## config.mk

```make
export PLATFORM = sky130hd
export DESIGN_NAME = ext_irq_inputs
export DESIGN_NICKNAME = d
export VERILOG_FILES = /design/src/rtl/eint_pkg.sv /design/src/rtl/eint_if.sv /design/src/rtl/eint_noise_filter.sv /design/src/rtl/eint_trigger_detect.sv /design/src/rtl/ext_irq_inputs.sv
export SDC_FILE = /design/constraint.sdc
export NUM_CORES = 1
export LEC_CHECK = 0
export BUFFER_PORTS_ARGS = -buffer_cell sky130_fd_sc_hd__buf_2
export CORE_MARGIN = 2
export CORE_UTILIZATION = 55
export CTS_CLUSTER_DIAMETER = 40
export CTS_CLUSTER_SIZE = 20
export DETAILED_ROUTE_END_ITERATION = 8
export PLACE_DENSITY = 0.72
export SLEW_MARGIN = 0
export SYNTH_ARGS = -nofsm -noshare
export SYNTH_HDL_FRONTEND = slang
export SYNTH_HIERARCHICAL = 1
export SYNTH_SLANG_ARGS = --single-unit
```

## constraint.sdc

```tcl
create_clock -name clk_sys -period 5.8 [get_ports clk_sys]
set_input_delay 1.16 -clock clk_sys [delete_from_list [all_inputs] [get_ports clk_sys]]
set_output_delay 1.16 -clock clk_sys [all_outputs]
set_load 0.005 [all_outputs]
```

## src/rtl/eint_pkg.sv

```systemverilog
// constants and types for the external interrupt input block
// assumes clk_sys is the high speed clock, so fast clock periods equal clk_sys cycles
package eint_pkg;
	// ----------------------------------------
	// clocks
	// ----------------------------------------
	localparam int CLK_PERIOD_NS = 4;
	localparam int HS_CLOCK_HZ = 1000000000 / CLK_PERIOD_NS;
	localparam int LS_CLOCK_HZ = 32768;
	// low speed period in clk_sys cycles, rounded down
	localparam int LS_DIV_DEF = HS_CLOCK_HZ / LS_CLOCK_HZ;

	// ----------------------------------------
	// register offsets
	// ----------------------------------------
	localparam logic [7:0] CTRL_ADDR = 8'h37;
	localparam logic [7:0] STATUS_ADDR = 8'h40;
	localparam logic [7:0] CLEAR_ADDR = 8'h41;
	localparam logic [7:0] ENABLE_ADDR = 8'h42;
	localparam logic [7:0] CFG_ADDR = 8'h43;

	// ----------------------------------------
	// field positions and reset values
	// ----------------------------------------
	localparam int THRESH_SEL_BIT = 7;
	localparam int FIRST_SEL_BIT = 6;
	localparam int FIFTH_TRIG_LO = 4;
	localparam int FOURTH_EDGE_BIT = 3;
	localparam int THIRD_EDGE_BIT = 2;
	localparam int SECOND_EDGE_BIT = 1;
	localparam int SLOW_MODE_BIT = 0;
	localparam int GLOBAL_EN_BIT = 1;
	localparam int ROUTE_BIT = 2;
	localparam logic [7:0] CTRL_RESET = 8'h00;
	localparam logic [7:0] CTRL_MASK = 8'hFE;
	localparam logic [2:0] CFG_RESET = 3'h0;
	localparam int NUM_INPUTS = 6;

	// ----------------------------------------
	// rejection counts, in samples
	// ----------------------------------------
	localparam logic [7:0] REJ_FAST = 8'h02;
	localparam logic [7:0] REJ_MID = 8'h07;
	localparam logic [7:0] REJ_B_SHORT = 8'h0F;
	localparam logic [7:0] REJ_B_LONG = 8'h3F;
	localparam logic [7:0] REJ_SLOW = 8'h02;

	typedef enum logic [1:0] {
		TRIG_RISE = 2'b00,
		TRIG_FALL = 2'b01,
		TRIG_BOTH = 2'b10,
		TRIG_HIGH = 2'b11
	} trig_t;

	// gray sequence while the synchroniser fills after reset
	typedef enum logic [1:0] {
		PRIME0 = 2'b00,
		PRIME1 = 2'b01,
		PRIME2 = 2'b11,
		RUN = 2'b10
	} prime_t;
endpackage

```

## src/rtl/eint_if.sv

```systemverilog
// link between the control logic, a noise filter and a trigger detector
// assumes one instance per external input
`timescale 1ns/1ps
`default_nettype none
interface eint_if;
	logic tick;
	logic [7:0] thresh;
	logic level;
	logic ready;
	eint_pkg::trig_t trig;
	logic hit;
	modport filt(input tick, input thresh, output level, output ready);
	modport det(input level, input ready, input trig, output hit);
	modport ctl(output tick, output thresh, output trig, input hit);
endinterface
`default_nettype wire

```

## src/rtl/eint_noise_filter.sv

```systemverilog
// two-flop synchroniser and digital noise filter for one pin
// assumes tick is high every cycle in normal modes, once per slow period otherwise
`timescale 1ns/1ps
`default_nettype none
module eint_noise_filter (
	input wire logic clk_sys,
	input wire logic rst_b,
	input wire logic pin,
	eint_if.filt lnk
);
	logic syncA_r;
	logic syncB_r;
	logic level_r;
	logic ready_r;
	logic [7:0] cnt_r;
	eint_pkg::prime_t prime_r;

	// pin crosses into clk_sys
	always_ff @(posedge clk_sys or negedge rst_b) begin
		if (!rst_b) begin
			syncA_r <= 1'b0;
			syncB_r <= 1'b0;
		end else begin
			syncA_r <= pin;
			syncB_r <= syncA_r;
		end
	end

	// wait for the synchroniser to hold the real pin level
	always_ff @(posedge clk_sys or negedge rst_b) begin
		if (!rst_b) begin
			prime_r <= eint_pkg::PRIME0;
		end else begin
			unique case (prime_r)
				eint_pkg::PRIME0: prime_r <= eint_pkg::PRIME1;
				eint_pkg::PRIME1: prime_r <= eint_pkg::PRIME2;
				eint_pkg::PRIME2: prime_r <= eint_pkg::RUN;
				eint_pkg::RUN: prime_r <= eint_pkg::RUN;
			endcase
		end
	end

	// ready one cycle late so the detector has seen the primed level
	always_ff @(posedge clk_sys or negedge rst_b) begin
		if (!rst_b) ready_r <= 1'b0;
		else ready_r <= (prime_r == eint_pkg::RUN);
	end

	// once primed, level moves only after thresh differing samples in a row
	always_ff @(posedge clk_sys or negedge rst_b) begin
		if (!rst_b) begin
			level_r <= 1'b0;
			cnt_r <= 8'h00;
		end else if (prime_r != eint_pkg::RUN) begin
			level_r <= syncB_r;
			cnt_r <= 8'h00;
		end else if (lnk.tick) begin
			if (syncB_r == level_r) begin
				cnt_r <= 8'h00;
			end else if (cnt_r + 8'h01 >= lnk.thresh) begin
				level_r <= syncB_r;
				cnt_r <= 8'h00;
			end else begin
				cnt_r <= cnt_r + 8'h01;
			end
		end
	end

	assign lnk.level = level_r;
	assign lnk.ready = ready_r;

	property p_filt_accept;
		@(posedge clk_sys) disable iff (!rst_b)
		(ready_r && $changed(level_r)) |-> ($past(cnt_r) + 8'h01 >= $past(lnk.thresh));
	endproperty
	a_filt_accept: assert property (p_filt_accept) else $error("level moved too early");

	property p_filt_reject;
		@(posedge clk_sys) disable iff (!rst_b)
		(prime_r == eint_pkg::RUN && lnk.tick && syncB_r != level_r
			&& cnt_r + 8'h01 < lnk.thresh) |=> (level_r == $past(level_r));
	endproperty
	a_filt_reject: assert property (p_filt_reject) else $error("short pulse passed");
endmodule
`default_nettype wire

```

## src/rtl/eint_trigger_detect.sv

```systemverilog
// edge or level trigger on a filtered input
// assumes the filtered level and ready come from eint_noise_filter
`timescale 1ns/1ps
`default_nettype none
module eint_trigger_detect (
	input wire logic clk_sys,
	input wire logic rst_b,
	eint_if.det lnk
);
	logic prev_r;
	logic armed_r;
	logic hit_r;
	logic rise;
	logic fall;

	// output-driven pin changes are real edges here; software masks first  R14
	assign rise = lnk.ready & lnk.level & ~prev_r;
	assign fall = lnk.ready & ~lnk.level & prev_r;

	// previous level and arming for high level mode
	always_ff @(posedge clk_sys or negedge rst_b) begin
		if (!rst_b) begin
			prev_r <= 1'b0;
			armed_r <= 1'b0;
		end else begin
			prev_r <= lnk.level;
			if (rise) armed_r <= 1'b1;
		end
	end

	// request for the selected trigger: one-cycle pulse per edge, held every cycle the level is high after the first rising edge in high level mode
	always_ff @(posedge clk_sys or negedge rst_b) begin
		if (!rst_b) begin
			hit_r <= 1'b0;
		end else begin
			unique case (lnk.trig)
				eint_pkg::TRIG_RISE: hit_r <= rise;
				eint_pkg::TRIG_FALL: hit_r <= fall;
				eint_pkg::TRIG_BOTH: hit_r <= rise | fall;
				eint_pkg::TRIG_HIGH: hit_r <= lnk.ready & lnk.level & (armed_r | rise);
			endcase
		end
	end

	assign lnk.hit = hit_r;

	property p_level_needs_rise;
		@(posedge clk_sys) disable iff (!rst_b)
		(lnk.trig == eint_pkg::TRIG_HIGH && !armed_r && !rise) |=> !hit_r;
	endproperty
	a_level_needs_rise: assert property (p_level_needs_rise) else $error("level hit unarmed");

	property p_fall_hit;
		@(posedge clk_sys) disable iff (!rst_b)
		(lnk.trig == eint_pkg::TRIG_FALL && fall) |=> hit_r;
	endproperty
	a_fall_hit: assert property (p_fall_hit) else $error("falling edge missed");

	c_level_hit: cover property (@(posedge clk_sys) disable iff (!rst_b)
		lnk.trig == eint_pkg::TRIG_HIGH && hit_r);
endmodule
`default_nettype wire

```

## src/rtl/ext_irq_inputs.sv

```systemverilog
// top of the external interrupt input block: registers, filters, latches
// assumes clk_sys is the high speed clock and pins are asynchronous
//
// Added by the designer: the address-and-strobe port.
`timescale 1ns/1ps
`default_nettype none
// Operation
// six inputs, each noise filtered before any edge detection.
// first and sixth: drop under 2 fast clocks, accept 7 or more.
// second: reject under 15 or 63 clocks, accept 49 or 193.
// third to fifth: reject under 7 clocks, accept 25 or more.
// slow modes: reject under 1 slow period, accept 3.5 periods.
// clean edge sets latch within filter time plus 6 slow periods.
// first pin as port never sets its latch.
// control bit 6 selects first pin role; port after reset.
// control bit 7: 0 gives 63 clocks, 1 gives 15 clocks.
// new second-input threshold applies within 64 fast clocks.
// fifth trigger: 00 rise, 01 fall, 10 both, 11 high level.
// second to fourth: 0 rising edge, 1 falling edge.
// fifth high-level mode waits for a rising edge after reset.
// output-driven shared pin may raise spurious request; mask first.
// software disables interrupts while changing clock or control.
// control register resets to zero, lowest bit don't care.
// on acceptance clear global enable and the accepted latch.
// every pin synchronised before filtering and edge detection.
module ext_irq_inputs #(
	parameter int LS_DIV = eint_pkg::LS_DIV_DEF
) (
	input wire logic clk_sys,
	input wire logic rst_b,
	input wire logic extIrqInA,
	input wire logic extIrqInB,
	input wire logic extIrqInC,
	input wire logic extIrqInD,
	input wire logic extIrqInE,
	input wire logic extIrqInF,
	input wire logic [7:0] regAddr,
	input wire logic [7:0] regWrData,
	input wire logic regWr,
	input wire logic regRd,
	output logic [7:0] regRdData,
	input wire logic irqAccept,
	input wire logic [2:0] irqAcceptId,
	output logic irqOut,
	output logic firstPinIsIrq
);
	localparam int N = eint_pkg::NUM_INPUTS;
	localparam int DIV_W = $clog2(LS_DIV + 1);
	localparam logic [DIV_W-1:0] DIV_LAST = DIV_W'(LS_DIV - 1);

	logic [7:0] ctrl_r;
	logic [2:0] cfg_r;
	logic [N-1:0] status_r;
	logic [N-1:0] enable_r;
	logic [N-1:0] hits;
	logic [N-1:0] setMask;
	logic [N-1:0] clrMask;
	logic [N-1:0] pins;
	logic [DIV_W-1:0] div_r;
	logic tick_r;
	logic [7:0] regRdData_r;
	logic irqOut_r;
	logic firstPinIsIrq_r;
	logic slowMode;
	logic globalIrqEnable;
	logic sixthLatchRouteBit;
	logic wrCtrl;
	logic wrClear;
	logic wrEnable;
	logic wrCfg;

	assign pins = {extIrqInF, extIrqInE, extIrqInD, extIrqInC, extIrqInB, extIrqInA};
	assign slowMode = cfg_r[eint_pkg::SLOW_MODE_BIT];
	assign globalIrqEnable = cfg_r[eint_pkg::GLOBAL_EN_BIT];
	assign sixthLatchRouteBit = cfg_r[eint_pkg::ROUTE_BIT];

	// ----------------------------------------
	// per-input settings
	// ----------------------------------------
	function automatic logic [7:0] threshFor(input int idx, input logic slow,
			input logic [7:0] ctrl);
		logic [7:0] t;
		t = eint_pkg::REJ_MID;
		if (idx == 0 || idx == 5) t = eint_pkg::REJ_FAST;
		if (idx == 1) begin
			t = ctrl[eint_pkg::THRESH_SEL_BIT] ? eint_pkg::REJ_B_SHORT
				: eint_pkg::REJ_B_LONG;
		end
		if (slow) t = eint_pkg::REJ_SLOW;
		return t;
	endfunction

	function automatic eint_pkg::trig_t trigFor(input int idx, input logic [7:0] ctrl);
		eint_pkg::trig_t m;
		m = eint_pkg::TRIG_FALL;
		if (idx == 1) m = eint_pkg::trig_t'({1'b0, ctrl[eint_pkg::SECOND_EDGE_BIT]});
		if (idx == 2) m = eint_pkg::trig_t'({1'b0, ctrl[eint_pkg::THIRD_EDGE_BIT]});
		if (idx == 3) m = eint_pkg::trig_t'({1'b0, ctrl[eint_pkg::FOURTH_EDGE_BIT]});
		if (idx == 4) m = eint_pkg::trig_t'(ctrl[eint_pkg::FIFTH_TRIG_LO +: 2]);
		return m;
	endfunction

	// ----------------------------------------
	// sample tick: every cycle, or once per slow period
	// ----------------------------------------
	// one divider serves all six filters, so they share sample phase
	always_ff @(posedge clk_sys or negedge rst_b) begin
		if (!rst_b) begin
			div_r <= '0;
			tick_r <= 1'b0;
		end else begin
			div_r <= (div_r == DIV_LAST) ? '0 : div_r + DIV_W'(1);
			tick_r <= !slowMode || (div_r == DIV_LAST);
		end
	end

	// ----------------------------------------
	// filter and trigger per input
	// ----------------------------------------
	eint_if lnk[N] ();

	for (genvar i = 0; i < N; i++) begin : g_in
		// threshold follows the control bit on the next cycle  R10
		assign lnk[i].tick = tick_r;
		assign lnk[i].thresh = threshFor(i, slowMode, ctrl_r);
		assign lnk[i].trig = trigFor(i, ctrl_r);
		assign hits[i] = lnk[i].hit;

		eint_noise_filter u_filt (
			.clk_sys(clk_sys),
			.rst_b(rst_b),
			.pin(pins[i]),
			.lnk(lnk[i])
		);

		eint_trigger_detect u_det (
			.clk_sys(clk_sys),
			.rst_b(rst_b),
			.lnk(lnk[i])
		);
	end

	// ----------------------------------------
	// register writes
	// ----------------------------------------
	assign wrCtrl = regWr && regAddr == eint_pkg::CTRL_ADDR;
	assign wrClear = regWr && regAddr == eint_pkg::CLEAR_ADDR;
	assign wrEnable = regWr && regAddr == eint_pkg::ENABLE_ADDR;
	assign wrCfg = regWr && regAddr == eint_pkg::CFG_ADDR;

	// control register; bit 0 is not stored
	always_ff @(posedge clk_sys or negedge rst_b) begin
		if (!rst_b) ctrl_r <= eint_pkg::CTRL_RESET;
		else if (wrCtrl) ctrl_r <= regWrData & eint_pkg::CTRL_MASK;
	end

	always_ff @(posedge clk_sys or negedge rst_b) begin
		if (!rst_b) enable_r <= '0;
		else if (wrEnable) enable_r <= regWrData[N-1:0];
	end

	// acceptance drops the global enable ahead of the vector fetch
	always_ff @(posedge clk_sys or negedge rst_b) begin
		if (!rst_b) begin
			cfg_r <= eint_pkg::CFG_RESET;
		end else begin
			if (wrCfg) cfg_r <= regWrData[2:0];
			if (irqAccept) cfg_r[eint_pkg::GLOBAL_EN_BIT] <= 1'b0;
		end
	end

	// ----------------------------------------
	// interrupt latches
	// ----------------------------------------
	// gating of the first and sixth sources before the latch
	always_comb begin
		setMask = hits;
		setMask[0] = hits[0] & ctrl_r[eint_pkg::FIRST_SEL_BIT];
		setMask[5] = hits[5] & !sixthLatchRouteBit;
		clrMask = wrClear ? regWrData[N-1:0] : '0;
		if (irqAccept && int'(irqAcceptId) < N) clrMask[irqAcceptId] = 1'b1;
	end

	// a set in the same cycle as a clear wins
	always_ff @(posedge clk_sys or negedge rst_b) begin
		if (!rst_b) status_r <= '0;
		else status_r <= (status_r & ~clrMask) | setMask;
	end

	// ----------------------------------------
	// outputs
	// ----------------------------------------
	always_ff @(posedge clk_sys or negedge rst_b) begin
		if (!rst_b) begin
			irqOut_r <= 1'b0;
			firstPinIsIrq_r <= 1'b0;
		end else begin
			irqOut_r <= globalIrqEnable && |(status_r & enable_r);
			firstPinIsIrq_r <= ctrl_r[eint_pkg::FIRST_SEL_BIT];
		end
	end

	// read data stands in the cycle after the strobe only
	always_ff @(posedge clk_sys or negedge rst_b) begin
		if (!rst_b) begin
			regRdData_r <= 8'h00;
		end else if (regRd) begin
			unique case (regAddr)
				eint_pkg::CTRL_ADDR: regRdData_r <= ctrl_r;
				eint_pkg::STATUS_ADDR: regRdData_r <= {2'b00, status_r};
				eint_pkg::ENABLE_ADDR: regRdData_r <= {2'b00, enable_r};
				eint_pkg::CFG_ADDR: regRdData_r <= {5'b00000, cfg_r};
				default: regRdData_r <= 8'h00; // unmapped and write-only
			endcase
		end else begin
			regRdData_r <= 8'h00;
		end
	end

	assign regRdData = regRdData_r;
	assign irqOut = irqOut_r;
	assign firstPinIsIrq = firstPinIsIrq_r;

	// ----------------------------------------
	// checks
	// ----------------------------------------
	property p_ctrl_reset;
		@(posedge clk_sys) $rose(rst_b) |-> (ctrl_r == 8'h00 && !firstPinIsIrq_r);
	endproperty
	a_ctrl_reset: assert property (p_ctrl_reset) else $error("control not reset");

	property p_port_no_latch;
		@(posedge clk_sys) disable iff (!rst_b)
		(!ctrl_r[eint_pkg::FIRST_SEL_BIT] && !status_r[0] && !wrCtrl) |=> !status_r[0];
	endproperty
	a_port_no_latch: assert property (p_port_no_latch) else $error("port set latch");

	property p_hit_latches;
		@(posedge clk_sys) disable iff (!rst_b)
		(hits[2] || hits[3] || hits[4]) |=> (status_r[4:2] & $past(hits[4:2])) == $past(hits[4:2]);
	endproperty
	a_hit_latches: assert property (p_hit_latches) else $error("edge not latched");

	property p_accept_clears;
		@(posedge clk_sys) disable iff (!rst_b)
		(irqAccept && int'(irqAcceptId) < N && !setMask[irqAcceptId])
			|=> (!globalIrqEnable && !status_r[$past(irqAcceptId)]);
	endproperty
	a_accept_clears: assert property (p_accept_clears) else $error("accept not cleared");

	property p_thresh_b;
		@(posedge clk_sys) disable iff (!rst_b)
		!slowMode |-> lnk[1].thresh == (ctrl_r[eint_pkg::THRESH_SEL_BIT]
			? eint_pkg::REJ_B_SHORT : eint_pkg::REJ_B_LONG);
	endproperty
	a_thresh_b: assert property (p_thresh_b) else $error("second threshold wrong");

	property p_thresh_follow;
		@(posedge clk_sys) disable iff (!rst_b)
		(wrCtrl && !slowMode && !wrCfg) |=> lnk[1].thresh
			== ($past(regWrData[eint_pkg::THRESH_SEL_BIT]) ? eint_pkg::REJ_B_SHORT
			: eint_pkg::REJ_B_LONG);
	endproperty
	a_thresh_follow: assert property (p_thresh_follow) else $error("threshold late");

	property p_slow_thresh;
		@(posedge clk_sys) disable iff (!rst_b)
		slowMode |-> (lnk[0].thresh == eint_pkg::REJ_SLOW && lnk[1].thresh == eint_pkg::REJ_SLOW
			&& lnk[4].thresh == eint_pkg::REJ_SLOW);
	endproperty
	a_slow_thresh: assert property (p_slow_thresh) else $error("slow threshold wrong");

	property p_fast_thresh;
		@(posedge clk_sys) disable iff (!rst_b)
		!slowMode |-> (lnk[0].thresh == eint_pkg::REJ_FAST && lnk[5].thresh == eint_pkg::REJ_FAST
			&& lnk[3].thresh == eint_pkg::REJ_MID);
	endproperty
	a_fast_thresh: assert property (p_fast_thresh) else $error("fast threshold wrong");

	property p_trig_map;
		@(posedge clk_sys) disable iff (!rst_b)
		(lnk[4].trig == ctrl_r[eint_pkg::FIFTH_TRIG_LO +: 2])
			&& (lnk[2].trig == {1'b0, ctrl_r[eint_pkg::THIRD_EDGE_BIT]});
	endproperty
	a_trig_map: assert property (p_trig_map) else $error("trigger map wrong");

	property p_irq_out;
		@(posedge clk_sys) disable iff (!rst_b)
		(globalIrqEnable && |(status_r & enable_r)) |=> irqOut_r;
	endproperty
	a_irq_out: assert property (p_irq_out) else $error("interrupt not raised");

	// read data must not linger once its one cycle is over
	property p_rd_idle;
		@(posedge clk_sys) disable iff (!rst_b)
		!regRd |=> regRdData_r == 8'h00;
	endproperty
	a_rd_idle: assert property (p_rd_idle) else $error("read data lingered");

	// a latch set beside a clear of the same bit must survive
	property p_set_wins;
		@(posedge clk_sys) disable iff (!rst_b)
		|(setMask & clrMask) |=> (status_r & $past(setMask)) == $past(setMask);
	endproperty
	a_set_wins: assert property (p_set_wins) else $error("clear beat a set");

	c_first_latch: cover property (@(posedge clk_sys) disable iff (!rst_b) setMask[0]);
	c_second_latch: cover property (@(posedge clk_sys) disable iff (!rst_b) setMask[1]);
	c_accept: cover property (@(posedge clk_sys) disable iff (!rst_b) irqAccept && irqOut_r);
	c_set_clear: cover property (@(posedge clk_sys) disable iff (!rst_b)
		|(setMask & clrMask));
endmodule
`default_nettype wire

```

==> out/metrics.yaml <==
floorplan:
  core-area_um2: 14600
  start_util: 0.566
  num_rows: 44
  die_x_um: 127
  io_pins: 40
  die_area_um2: 16000
  dieHeight_um: 127
logic_synthesis:
  ys_types: 54
  synth_area_per_cell_um2: 10.3
  synth.yosys.seq_area_share: 0.449
  ys_top_cells_by_area: "dfrtp_1, ha_1, nand2_1, inv_1, xnor2_1"
  synth_edf_count: 0
  synth_cells: 805
  yosys.area.top_type_share: 0.449
  synth_ff_type: "dfrtp_1"
  ys_seq_elements: 148
  ys_warn_count: 6
  syn_area_um2: 8250
  async_flop_share: 1.00
  synth_top_cell_by_area: "dfrtp_1"
power:
  clkPwrFrac: 0.343
  leakagePower_nw: 4.73
  p_sw_mw: 0.917
  p_per_area_nw_per_um2: 320
  seqPwrFrac: 0.422
  vdd_ir_drop_max_mv: 0.214
  comb_power_share: 0.235
  cell_internal_pwr_mw: 2.11
  swShare: 0.303
job:
  maxCapViolations: 0
layout:
  drive_gt1_frac: 0.155
  nNetsFinal: 1005
  final_util: 0.650
  area_delta_synth_final_pct: 14.9
  num_antenna_cells: 0
timing:
  slew_headroom: 0.329
  min_period_ns: 2.54
  maxSlewViolCount: 0
  finalSetupViolCount: 0
  fmax_mhz: 394
  post-route-period-util: 0.438
  worst_slew_pin_slew_ns: 1.01
  finalWorstSetupSlack_ns: 3.26
  finalSetupTns_ns: 0
  rsz0062_at_grt: "no"
  fin_skew_ns: 0.00663
  hold_violations: 0
drt:
  drtIter0Drc: 314
  firstDrtPassIters: 5
  ant_nets: 0
  wire_per_inst_um: 13.5
  routed_via_density: 5.29
  drt-total-wl_um: 15100
  vias: 5899
  post-route-drc-count: 0
placement:
  io_buffers: 39
  dp_worst_setup_slack_ns: 3.14
  dp_hpwl_um: 10800
  place.gp.congestion: 0.894
critical_path:
  critPathLaunchType: "flip-flop"
  crit_arrival_ns: 2.86
  crit_path_max_fanout: 9
  worst_setup_path_end_kind: "flip-flop"
  cp.required_ns: 6.12
  rrSetupSlack_ns: 3.26
  worstSetupPathType: "reg2reg"
global_route:
  grt_pass1_wl_um: 26600
  grt.total_usage: 0.205
  grt_pass1_vias: 5763
  antenna_found_initial: 0
  grt_max_degree: 116
  grt_overflow: 0
cts:
  clk_latency_ns: 0.42
  cts_resized: 0
  postCtsSetupBuffers: 0
  cts_hold_buf: 0
  clock-root-buffer: "clkbuf_16"
  cts_buffers: 17
  cts_tree: "done"
  cts.htree.levels: 4
  clk_path_buf_depth: 2
  clock-sinks: 148
  clkSlewWorstSetupHoldPaths_ns: 0.06
worst_hold_path:
  min_path_type: "reg2reg"
run_status:
  status: "finished clean"
-- cell usage after synthesis (2+ instances only) --
cell       instances
dfrtp_1          148
nand2_1           91
inv_1             83
ha_1              56
o21ai_0           31
nand3_1           27
nor2_1            27
xnor2_1           27
a21o_1            25
a21oi_1           24
o21ai_1           24
xor2_1            23
mux2_2            16
nand2b_1          16
nor3_1            14
and3_1            10
or2_2             10
clkbuf_1           9
a31oi_1            8
nand4_1            8
nor2b_1            8
nor4b_2            8
o31ai_1            8
a2111oi_4          6
a211o_1            6
a21boi_1           6
a22oi_1            6
a31o_1             6
and2b_1            6
and3_2             6
nand2b_4           6
nor3b_1            6
o211a_1            6
o211ai_4           6
or3_1              6
mux2i_1            5
a31o_2             3
a32oi_1            3
and4_1             3
buf_2              2
conb_1             2
o32a_1             2
-- layout make-up --
| class | instances | area (um^2) |
|---|---|---|
| flip-flops and latches | 148 | 3700 |
| inverters | 83 | 312 |
| clock inverters | 12 | 106 |
| multi-input cells | 622 | 4420 |
| well taps | 184 | 230 |
| clock buffers | 20 | 457 |
| fillers | 1116 | 5100 |
| repair buffers | 47 | 262 |
-- cell families after synthesis --
kind of cell,after synthesis,synth area share
DFF,148,0.449
AOI/OAI and AO/OA,171,0.160
buffers and inverters,94,0.0430
muxes,21,0.0279
xor gates and xnor gates,50,0.0531
adders and majority gates,56,0.0849
other,2,0.000910
and+or+nand+nor,263,0.181
-- cells in the final DEF, fill, tap and decap left out, types with 14 or more instances in the layout --
cell type	netlist	routed
dfrtp_1	148	148
nand2_1	91	91
inv_1	83	83
conb_1	2	61
ha_1	56	56
buf_2	2	38
o21ai_0	31	31
nor2_1	27	27
nand3_1	27	27
xnor2_1	27	27
a21o_1	25	25
a21oi_1	24	24
o21ai_1	24	24
xor2_1	23	23
clkbuf_16	0	17
nand2b_1	16	16
mux2_2	16	16
nor3_1	14	14
-- metal layers --
layer | vias up | GRT usage | wire length [um]
met1 | 2789 | 0.277 | 7200
met2 | 119 | 0.319 | 7010
met4 | 0 | 0.0750 | 254
met3 | 17 | 0.0527 | 630
met5 | - | 0 | 0
li1 | 2974 | - | -
-- worst paths after layout --
check / start / end / cells past startpoint
min in group asynchronous: rst_b / div_r[9] / 1
hold / removal: g_in[5].u_filt/syncA_r / g_in[5].u_filt/syncB_r / 0
max in group asynchronous: rst_b / g_in[0].u_filt/syncA_r / 2
setup reg to reg: g_in[1].u_filt/cnt_r[0] / g_in[1].u_filt/cnt_r[2] / 11
setup / recovery: g_in[1].u_filt/cnt_r[0] / g_in[1].u_filt/cnt_r[2] / 11
hold reg to reg: g_in[5].u_filt/syncA_r / g_in[5].u_filt/syncB_r / 0
-- power groups by stage --
stage / sequential (mW) / combinational [mW] / clock [mW]
global route: 1.30 / 0.798 / 1.11
global placement: 1.29 / 0.696 / 0
finish: 1.28 / 0.713 / 1.04
detailed placement: 1.30 / 0.712 / 0
CTS: 1.28 / 0.719 / 1.07
floorplan: 1.25 / 0.586 / 0
-- registers in the layout (all words and copies together) (netlist names) --
| signal | count |
|---|---|
| g_in.u_det/lnk.hit | 6 |
| g_in.u_det/prev_r | 6 |
| firstPinIsIrq | 1 |
| regRdData | 8 |
| g_in.u_filt/syncB_r | 6 |
| g_in.u_det/armed_r | 6 |
| cfg_r | 3 |
| status_r | 6 |
| g_in.u_filt/syncA_r | 6 |
| div_r | 13 |
| g_in.u_filt/prime_r | 12 |
| lnk.tick | 1 |
| g_in.u_filt/lnk.ready | 6 |
| g_in.u_filt/lnk.level | 6 |
| enable_r | 6 |
| irqOut | 1 |
| ctrl_r | 7 |
| g_in.u_filt/cnt_r | 48 |
-- worst max-delay path, stage by stage, from the launching register on --
cell and delay (ns):
dfrtp_1 0.43, and3_1 0.18, nand3_1 0.16, nor2_1 0.19, xnor2_1 0.16, inv_1 0.08, ha_1 0.30, nand2_1 0.07
a211o_1 0.27, o211ai_4 0.30, o21ai_1 0.10, a21o_1 0.19
-- through the flow --
step / hold slack, ns / std cells / power (mW) / area (um^2)
3_3_place_gp: 0.333 / 1084 / 1.99 / 8920
3_5_place_dp: 0.336 / 1084 / 2.01 / 8920
4_1_cts: 0.345 / 1116 / 3.06 / 9490
5_1_grt: 0.359 / 1116 / 3.20 / 9490
6_report: 0.342 / 1116 / 3.03 / 9490
2_1_floorplan: 0.331 / 864 / 1.84 / 8480
Power figures use the tool's default switching activity.
